$ cat src/hw/ppmc_pkg.sv
/*
 Constants for the read-only power-management capability header of one
 host-controller function: byte offsets, field positions, fixed values
 and the per-function capability words.
 Assumes a 32-bit configuration-read path that addresses whole dwords.
*/
`default_nettype none

package ppmc_pkg;

    // Byte offsets inside the capability dword
    localparam logic [1:0] OFS_IDENT = 2'h0;
    localparam logic [1:0] OFS_NEXT_PTR = 2'h1;
    localparam logic [1:0] OFS_CAP_WORD = 2'h2;

    // Fixed header bytes and the default capability base
    localparam logic [7:0] IDENT_VALUE = 8'h01;
    localparam logic [7:0] NEXT_PTR_VALUE = 8'h00;
    localparam logic [7:0] DEFAULT_CAP_BASE = 8'h40;

    // Field positions in the capabilities word
    localparam int PME_LSB = 11;
    localparam int PME_W = 5;
    localparam int PME_D3COLD_IDX = 4;
    localparam int D2_BIT = 10;
    localparam int D1_BIT = 9;
    localparam int AUX_LSB = 6;
    localparam int AUX_W = 3;
    localparam int DSI_BIT = 5;
    localparam int RSVD_BIT = 4;
    localparam int CLKDEP_BIT = 3;
    localparam int SPECREV_LSB = 0;
    localparam int SPECREV_W = 3;

    // Field values
    localparam logic [2:0] SPECREV_VALUE = 3'h2;
    localparam logic [2:0] AUX_NONE = 3'h0;
    localparam logic [2:0] AUX_100MA = 3'h2;
    localparam logic [4:0] PME_EHCI = 5'h1f;
    localparam logic [4:0] PME_OHCI = 5'h1a;
    localparam logic D2_EHCI = 1'b1;
    localparam logic D2_OHCI = 1'b0;
    localparam logic D1_ALL = 1'b1;
    localparam logic DSI_ALL = 1'b0;
    localparam logic CLKDEP_ALL = 1'b0;

    // Whole words and the bits that differ between functions
    localparam logic [15:0] WORD_EHCI = 16'hfe82;
    localparam logic [15:0] WORD_OHCI = 16'hd282;
    localparam logic [15:0] EHCI_ONLY_MASK = 16'h2c00;

    // Read answer latency in clock cycles
    localparam int ACK_LATENCY = 1;

endpackage

`default_nettype wire

$ cat src/hw/ppmc_regs.sv
/*
 Power-management capability header of one host-controller function:
 identifier, next-capability pointer and capabilities word, all read-only,
 answering configuration reads and swallowing configuration writes.
 Assumes the configuration decoder presents one-cycle requests on i_mclk,
 with a dword-aligned capability base set by P_CAP_BASE.
*/

`timescale 1ns/100ps
`default_nettype none

module ppmc_regs #(
    parameter bit P_FUNC_IS_EHCI = 1'b1,
    parameter logic [7:0] P_CAP_BASE = ppmc_pkg::DEFAULT_CAP_BASE,
    parameter bit P_DATA_REG_IMPL = 1'b0,
    parameter logic [2:0] P_AUX_CURRENT = ppmc_pkg::AUX_100MA
) (
    // Clock and reset
    input wire logic i_mclk,
    input wire logic i_srst,
    // Configuration access
    input wire logic i_cfg_req,
    input wire logic i_cfg_we,
    input wire logic [7:0] i_cfg_addr,
    input wire logic [3:0] i_cfg_be,
    output logic o_cfg_ack,
    output logic o_cfg_claim,
    output logic [31:0] o_cfg_rdata,
    // Decoded capability fields
    output logic [4:0] o_event_state_support,
    output logic o_deep_sleep_two_supported,
    output logic o_light_sleep_one_supported,
    output logic o_event_needs_bus_clock,
    output logic [2:0] o_pm_spec_version,
    output logic [15:0] o_power_capabilities_word
);

    // Per-function choices, fixed at build time
    localparam logic [4:0] PME_SEL = P_FUNC_IS_EHCI ? ppmc_pkg::PME_EHCI : ppmc_pkg::PME_OHCI;
    localparam logic D2_SEL = P_FUNC_IS_EHCI ? ppmc_pkg::D2_EHCI : ppmc_pkg::D2_OHCI;

    logic [4:0] pme_field;
    logic [2:0] aux_field;
    logic clkdep_field;
    logic [15:0] cap_word;
    logic [7:0] next_capability_pointer;
    logic [7:0] ident_byte;
    logic addr_hit;
    logic [31:0] read_dword;
    logic [31:0] lane_mask;

    // Field assembly
    always_comb begin
        pme_field = PME_SEL;
        // The data register and missing D3cold wake both silence the aux field
        if (P_DATA_REG_IMPL || !pme_field[ppmc_pkg::PME_D3COLD_IDX]) begin
            aux_field = ppmc_pkg::AUX_NONE;
        end else begin
            aux_field = P_AUX_CURRENT;
        end
        // No wake in any state forces the clock-dependence bit low
        if (pme_field == 5'h00) begin
            clkdep_field = 1'b0;
        end else begin
            clkdep_field = ppmc_pkg::CLKDEP_ALL;
        end
    end

    always_comb begin
        cap_word = 16'h0000;
        cap_word[ppmc_pkg::PME_LSB +: ppmc_pkg::PME_W] = pme_field;
        cap_word[ppmc_pkg::D2_BIT] = D2_SEL;
        cap_word[ppmc_pkg::D1_BIT] = ppmc_pkg::D1_ALL;
        cap_word[ppmc_pkg::AUX_LSB +: ppmc_pkg::AUX_W] = aux_field;
        cap_word[ppmc_pkg::DSI_BIT] = ppmc_pkg::DSI_ALL;
        cap_word[ppmc_pkg::RSVD_BIT] = 1'b0;
        cap_word[ppmc_pkg::CLKDEP_BIT] = clkdep_field;
        cap_word[ppmc_pkg::SPECREV_LSB +: ppmc_pkg::SPECREV_W] = ppmc_pkg::SPECREV_VALUE;
    end

    assign next_capability_pointer = ppmc_pkg::NEXT_PTR_VALUE;
    assign ident_byte = ppmc_pkg::IDENT_VALUE;

    // Dword decode; the base must be dword aligned for the header to fit one word
    always_comb begin
        if (i_cfg_addr[7:2] == P_CAP_BASE[7:2]) begin
            addr_hit = 1'b1;
        end else begin
            addr_hit = 1'b0;
        end
    end

    always_comb begin
        read_dword = 32'h0000_0000;
        read_dword[8 * ppmc_pkg::OFS_IDENT +: 8] = ident_byte;
        read_dword[8 * ppmc_pkg::OFS_NEXT_PTR +: 8] = next_capability_pointer;
        read_dword[8 * ppmc_pkg::OFS_CAP_WORD +: 16] = cap_word;
    end

    // Lanes not enabled read as zero
    always_comb begin
        lane_mask = {{8{i_cfg_be[3]}}, {8{i_cfg_be[2]}}, {8{i_cfg_be[1]}}, {8{i_cfg_be[0]}}};
    end

    // Answer one cycle after every request, read or write
    always_ff @(posedge i_mclk) begin
        if (i_srst) begin
            o_cfg_ack <= 1'b0;
            o_cfg_claim <= 1'b0;
        end else begin
            o_cfg_ack <= i_cfg_req;
            o_cfg_claim <= i_cfg_req && addr_hit;
        end
    end

    // Writes never reach any storage: every field is a constant
    always_ff @(posedge i_mclk) begin
        if (i_srst) begin
            o_cfg_rdata <= 32'h0000_0000;
        end else if (i_cfg_req && !i_cfg_we && addr_hit) begin
            o_cfg_rdata <= read_dword & lane_mask;
        end else begin
            o_cfg_rdata <= 32'h0000_0000;
        end
    end

    // Field outputs for the rest of the function
    always_ff @(posedge i_mclk) begin
        if (i_srst) begin
            o_event_state_support <= 5'h00;
            o_deep_sleep_two_supported <= 1'b0;
            o_light_sleep_one_supported <= 1'b0;
            o_event_needs_bus_clock <= 1'b0;
            o_pm_spec_version <= 3'h0;
            o_power_capabilities_word <= 16'h0000;
        end else begin
            o_event_state_support <= pme_field;
            o_deep_sleep_two_supported <= cap_word[ppmc_pkg::D2_BIT];
            o_light_sleep_one_supported <= cap_word[ppmc_pkg::D1_BIT];
            o_event_needs_bus_clock <= cap_word[ppmc_pkg::CLKDEP_BIT];
            o_pm_spec_version <= cap_word[ppmc_pkg::SPECREV_LSB +: ppmc_pkg::SPECREV_W];
            o_power_capabilities_word <= cap_word;
        end
    end

    // Checks
    logic past_valid_reg;

    always_ff @(posedge i_mclk) begin
        if (i_srst) begin
            past_valid_reg <= 1'b0;
        end else begin
            past_valid_reg <= 1'b1;
        end
    end
endmodule

`default_nettype wire

$ cat config.mk
export PLATFORM = sky130hd
export DESIGN_NAME = ppmc_regs
export DESIGN_NICKNAME = d
export VERILOG_FILES = /design/src/hw/ppmc_pkg.sv /design/src/hw/ppmc_regs.sv
export SDC_FILE = /design/constraint.sdc
export NUM_CORES = 1
export LEC_CHECK = 0
export BUFFER_PORTS_ARGS = -buffer_cell sky130_fd_sc_hd__buf_2
export CORE_UTILIZATION = 29
export CTS_BUF_LIST = sky130_fd_sc_hd__clkbuf_8
export CTS_CLUSTER_DIAMETER = 80
export DETAILED_ROUTE_END_ITERATION = 10
export HOLD_SLACK_MARGIN = 0.03
export PLACE_DENSITY = 0.83
export SETUP_SLACK_MARGIN = 0.02
export SLEW_MARGIN = 20
export SYNTH_ARGS = -nofsm -noshare
export SYNTH_HDL_FRONTEND = slang
export SYNTH_SLANG_ARGS = --single-unit
export TNS_END_PERCENT = 1
$ cat constraint.sdc
create_clock -name i_mclk -period 1.2 [get_ports i_mclk]
set_input_delay 0.24 -clock i_mclk [delete_from_list [all_inputs] [get_ports i_mclk]]
set_output_delay 0.24 -clock i_mclk [all_outputs]
set_load 0.005 [all_outputs]
; ---- Yosys cells after proc, flatten, opt, wreduce, memory -nomap -nowiden
; Index checks and enable logic that the tools add are counted.
; W data, S select, Z words.
[word_totals]
elab_cells = 20
output_inout_bits = 61
ff_bits = 53
input_bits = 16
[classes]
n_reduce_logical = 5
eq_ne = 1
bitwise = 1
mux = 5
[ops]
columns = operator, n
row1 = $mux W16, 1
row2 = $eq A6 B5 Y1 const B, 1
row3 = $mux W5, 1
row4 = $logic_and A1 B1 Y1, 3
row5 = $mux W1, 2
row6 = $mux W2, 1
row7 = $reduce_or A2 Y1, 1
row8 = $logic_not A1 Y1, 1
row9 = $not A1 Y1, 1

; ---- Logic depth before layout (Yosys ltp)
; Gate-level depths: netlist of run 1.
[logic_depth]
ltp_word = 5
depth_mapped = 2
ltp_nobuf = 2

; ---- Worst setup path before layout of run 1
; No wires, ideal clock.
[synth_path]
path_kind = input to register
from = input port i_cfg_addr[4]
to = register o_cfg_rdata[0]
required_time_ps = 1108
t_arrival_ps = 1017
setup_slack_ps = 92
setup_time_ps = 92
n_path_buf = 0
stages = 2
cell_sequence = or4b_1 nor4_1
[synth_between]
elab_chain_cells = 5
[synth_rtl]
columns = element, line_no
row1 = start: declaration, ppmc_regs.sv:24  ; input wire logic [7:0] i_cfg_addr,
row2 = $eq A6 B5 Y1, ppmc_regs.sv:86  ; if (i_cfg_addr[7:2] == P_CAP_BASE[7:2]) begin
row3 = $mux W1, ppmc_regs.sv:86
row4 = $logic_and A1 B1 Y1, ppmc_regs.sv:120  ; end else if (i_cfg_req && !i_cfg_we && addr_hit) begin
row5 = $not A1 Y1 (no line), -
row6 = $reduce_or A2 Y1 (no line), -
row7 = end signal: assignment, ppmc_regs.sv:121  ; o_cfg_rdata <= read_dword & lane_mask;
row8 = end: declaration, ppmc_regs.sv:28  ; output logic [31:0] o_cfg_rdata,
; No other way between the ends.
; A chain may end at the register's enable or synchronous reset.

; ---- Worst setup path in the final report of run 1
; Ends and elaborated chain as after synthesis.

==> results.json, run 1 <==
{
  "worst_setup_path_end_kind": "flip-flop",
  "setup_violations": 0,
  "die_width_um": 47.51,
  "grt_max_degree": 18,
  "fillers": 232,
  "antenna_found_initial": 0,
  "area_delta_synth_final_pct": -0.2083,
  "synth.ff_latch_count": 6,
  "hold_depth": 2,
  "clock.fmax_mhz": 915.7,
  "met1_length_um": 173,
  "avgSynthCellArea_um2": 8.227,
  "rsz0062_at_grt": "no",
  "syn_area_um2": 600.6,
  "dr.max_layer_used": "met4",
  "arrival_ns": 1.20,
  "cp.required_ns": 1.31,
  "fin_nets": 112,
  "synth_cell_types": 8,
  "numCtsBuffers": 3,
  "path_clk_slew_ns": 0.03,
  "yosysSeqAreaShare_pct": 20.00,
  "syn_inst": 73,
  "drt_pre_antenna_iters": 4,
  "initial_core_util_pct": 30.61,
  "slew_violations": 0,
  "finalWorstSetupSlack_ns": 0.1080,
  "stdcell_count": 121,
  "setup.worst_path.class": "in2reg",
  "start_kind": "input port",
  "critPathSlowestCell": "or4b_1",
  "grt.total_usage_pct": 5.405,
  "drive_above_1_share_pct": 50.00,
  "port_buffers": 41,
  "hold_path_class": "in2reg",
  "cp_cell_sequence": "buf_2 > or4b_1 > nor4_1",
  "grt_pass1_wl_um": 752,
  "pre_cts_ws_ns": -0.09036,
  "numClockSinks": 6,
  "holdCritStartpoint": "i_cfg_we",
  "fp.dieH_um": 47.51,
  "cap_violations": 0,
  "dieArea_um2": 2257,
  "cts_setup_buffers": 0,
  "routed-wl-met3_um": 146,
  "cp.buffers_inverters": 1,
  "wl_um": 760,
  "drc": 0,
  "synth_area_leader_cell": "buf_4",
  "crit_family": "simple AND/OR/NAND/NOR gates",
  "min_period_over_period_pct": 91.00,
  "hpwl_um": 655.2,
  "dp_cells": 118,
  "ctsRootBufferMaster": "clkbuf_8",
  "hold-path-endpoint": "o_cfg_rdata[23]",
  "drtIter0Drc": 2,
  "holdWs_ns": 0.2256,
  "num_rows": 16,
  "critical-path-max-stage-delay_ns": 0.59,
  "synth_top_area_share_pct": 68.75,
  "synthTopCellsByArea": "buf_4, dfxtp_1, or4b_1",
  "htree_num_levels": 1,
  "grt-ovfl-total": 0,
  "cp_max_fo": 4,
  "place.gp.congestion": 0.5204,
  "drt-vias-per-instance": 3.256,
  "cts_tree": "yes",
  "power.density_nw_per_um2": 987.2,
  "leakage_nw": 0.3884,
  "irDropWorstVdd_v": 0.0004037,
  "grt_pass1_vias": 208,
  "diodes": 0,
  "status": "completed",
  "clockBufferDepth": 2,
  "drt-wirelength-per-cell_um": 6.281,
  "postCtsHoldBufs": 0,
  "num_io_pins": 77,
  "met2_length_um": 427,
  "via_count": 394,
  "period_needed_ns": 1.092,
  "ant_nets": 0,
  "core-area_um2": 1962,
  "yosys_warnings": 0,
  "finalHoldViolCount": 0,
  "fin_util_pct": 30.55
}
-- kinds of logic (layout without fill, tap and decap cells) --
kind of cell           Yosys count  in the layout  synth area share (%)
other                            1             32                0.6244
buffers and inverters           59             49                 71.25
and+or+nand+nor                  7              7                 8.126
DFF                              6              6                 20.00
-- where the power goes --
group | internal (W) | switching (W) | leakage, nW
Sequential | 0.000205 | 0.00000534 | 0.0490
Clock | 0.000215 | 0.0000781 | 0.0216
Combinational | 0.0000391 | 0.0000496 | 0.318
-- per-layer routing --
layer,vias up,track usage (%)
li1,179,-
met1,164,2.667
met2,49,11.78
met3,2,2.264
met4,0,5.143
met5,-,0
-- cell usage after synthesis --
cell type,n
buf_4,55
nor2b_1,1
inv_1,4
nor4_1,3
dfxtp_1,6
conb_1,1
or4b_1,2
nor2_1,1
-- cell type report --
cell class              count  area [um2]  share of cell area [%]
repair buffers             42       212.7                   35.49
inverters                   4       15.01                   2.505
clock buffers               3       41.29                   6.889
multi-input cells          39       175.2                   29.23
well taps                  27       33.78                   5.637
flip-flops and latches      6       121.4                   20.25
-- cell usage in the layout (no fill, tap or decap), types with 2 or more instances in the layout --
cell type  synthesis  layout
or4b_1             2       2
clkbuf_8           0       3
dfxtp_1            6       5
buf_2              0      41
inv_1              4       4
conb_1             1      32
nor4_1             3       2
-- timing repair --
| item | 4_1_cts | 5_1_grt |
|---|---|---|
| endpoints found under the setup margin | 17 | 1 |
| resized for setup | 1 | 1 |
| gates cloned | 0 | 0 |
| pin swaps | 0 | 0 |
-- flip-flops by register name (all words and copies together), names as in the netlist --
register,cells
o_cfg_rdata,3
o_cfg_ack,1
o_event_state_support,1
o_cfg_claim,1
-- per-stage QoR --
| step | area [um2] | setup TNS, ns | power (W) |
|---|---|---|---|
| after detailed placement | 550.5 | -0.2101 | 0.0002990 |
| after floorplan | 716.9 | 0 | 0.0003612 |
| after CTS | 593.1 | 0 | 0.0005992 |
| after global placement | 550.5 | -0.1977 | 0.0002965 |
| final | 599.3 | 0 | 0.0005917 |
| after global routing | 599.3 | 0 | 0.0006446 |
-- how the worst max path moves through the flow --
stage / startpoint / endpoint / depth (start not counted)
2_1_floorplan: i_cfg_addr[4] / o_cfg_rdata[0] / 2
3_3_place_gp: i_cfg_addr[4] / o_cfg_rdata[0] / 3
3_5_place_dp: i_cfg_addr[4] / o_cfg_rdata[0] / 3
4_1_cts: i_cfg_addr[4] / o_cfg_rdata[0] / 3
5_1_grt: o_event_state_support[3] / o_power_capabilities_word[12] / 1
6_report: i_cfg_addr[4] / o_cfg_rdata[0] / 3
(Power assumes the default switching activity.)
==> inputs of run 2 (changes only) <==
==> constraint.sdc (replaced) <==
create_clock -name i_mclk -period 1.2 [get_ports i_mclk]
set_input_delay 0.06 -clock i_mclk [delete_from_list [all_inputs] [get_ports i_mclk]]
set_output_delay 0.06 -clock i_mclk [all_outputs]
set_load 0.005 [all_outputs]
==> run 2 against run 1 <==
First-iteration DRC count grew to 3.0 times the previous value. Critical path type is now reg2out. Clock power is 2% lower. Clock-buffer cell count stayed put. Sequential power hardly changed. Non-clock buffer count stayed put. Power is 1.2% lower. Utilization is 0.26 points lower. Critical path depth is 2 lower. Largest cell class unchanged. Final cell count stayed put. Die area stayed put. Flip-flop and latch count stayed put.
==> results.json, run 2 (synthesis gave the netlist of run 1 again) <==
{
  "arrival_ns": 0.92,
  "min_period_over_period_pct": 81.53,
  "grt_pass1_vias": 187,
  "rsz0062_at_grt": "no",
  "clockBufferDepth": 2,
  "status": "completed",
  "holdCritStartpoint": "i_cfg_we",
  "core-area_um2": 1962,
  "critical-path-max-stage-delay_ns": 0.52,
  "drt-wirelength-per-cell_um": 5.992,
  "seq_area_um2": 120.1,
  "final_common_cell": "buf_2",
  "irDropWorstVdd_v": 0.0003250,
  "clock.fmax_mhz": 1022,
  "htree_num_levels": 1,
  "ctsRootBufferMaster": "clkbuf_8",
  "crit_family": "flip-flops",
  "numCtsBuffers": 3,
  "cp_cell_sequence": "buf_2",
  "port_buffers": 41,
  "wl_um": 725,
  "final_cell_mix": "buf_2, conb_1, dfxtp_1, inv_1",
  "cp.buffers_inverters": 1,
  "design_area_um2": 594.3,
  "drive_above_1_share_pct": 46.81,
  "hpwl_um": 634,
  "dp_cells": 117,
  "start_kind": "flip-flop",
  "drtIter0Drc": 6,
  "diodes": 0,
  "cts_setup_buffers": 0,
  "multi_input_area_um2": 168.9,
  "period_needed_ns": 0.9784,
  "dieArea_um2": 2257,
  "slew_violations": 0,
  "setup.worst_path.class": "reg2out",
  "fillers": 236,
  "drt_pre_antenna_iters": 4,
  "fin_nets": 112,
  "grt_pass1_wl_um": 655,
  "hold_path_class": "in2reg",
  "finalWorstSetupSlack_ns": 0.2216,
  "num_io_pins": 77,
  "ant_nets": 0,
  "place.gp.congestion": 0.5203,
  "numClockSinks": 6,
  "grt-ovfl-total": 0,
  "drc": 0,
  "setup_violations": 0,
  "num_rows": 16,
  "totalPowerFinal_w": 0.0005844,
  "cp_max_fo": 17,
  "pre_cts_ws_ns": 0.08964,
  "largest_register": "o_cfg_rdata",
  "area_delta_synth_final_pct": -1.042,
  "cts_tree": "yes",
  "cp.required_ns": 1.14,
  "largest_reg_flops": 3,
  "post_dp_cell_area_um2": 543.0,
  "drt-vias-per-instance": 3.174,
  "cts_resized": 0,
  "initial_core_util_pct": 30.61,
  "stdcell_count": 121,
  "critical_path.startpoint": "o_event_state_support[3]",
  "leakage_nw": 0.3876,
  "grt_max_degree": 18,
  "critPathSlowestCell": "dfxtp_1",
  "worst_setup_path_end_kind": "primary output",
  "power.density_nw_per_um2": 983.3,
  "finalHoldViolCount": 0,
  "fin_setup_tns_ns": 0,
  "cap_violations": 0,
  "die_width_um": 47.51,
  "via_count": 384,
  "fp.dieH_um": 47.51,
  "grt.total_usage_pct": 4.710,
  "path_clk_slew_ns": 0.03,
  "antenna_found_initial": 0
}
## run 2: timing repair
item,CTS,global route
endpoints found under the setup margin,0,0
endpoints found under the hold margin,2,0
hold buffers,1,0
## run 2: routing by layer
layer | up-vias | share of wire [%] | routed length [um] | global-route usage, %
met5 | - | 0 | 0 | 0
met2 | 49 | 57 | 410 | 10.68
met4 | 0 | 0 | 0 | 5.143
li1 | 180 | - | - | -
met1 | 155 | 24 | 173 | 2.222
met3 | 0 | 19 | 141 | 1.132
## run 2: worst paths after layout
path                  cells past startpoint  slack, ns                  endpoint
worst max-delay path                      1       0.22  o_event_state_support[0]
worst min-delay path                      2       0.04           o_cfg_rdata[25]
## run 2: cell type report
type	instances	area share [%]
timing repair buffer	42	36.21
tap	27	5.684
clock buffer	3	6.947
sequential	6	20.21
multi-input combinational	39	28.42
inverter	4	2.526
## run 2: metrics by stage
| step | hold slack [ns] | utilization [%] |
|---|---|---|
| 2_1_floorplan | 0.1165 | - |
| 3_3_place_gp | 0.2384 | 27.68 |
| 3_5_place_dp | 0.2454 | 27.68 |
| 4_1_cts | 0.03312 | 30.29 |
| 5_1_grt | 0.04194 | 30.29 |
| 6_report | 0.03593 | 30.29 |
## run 2: report_power, final
part / switching (W) / internal [W]
logic: 0.0000480 / 0.0000389
clock network: 0.0000732 / 0.000214
registers: 0.00000538 / 0.000205
total: 0.000127 / 0.000458
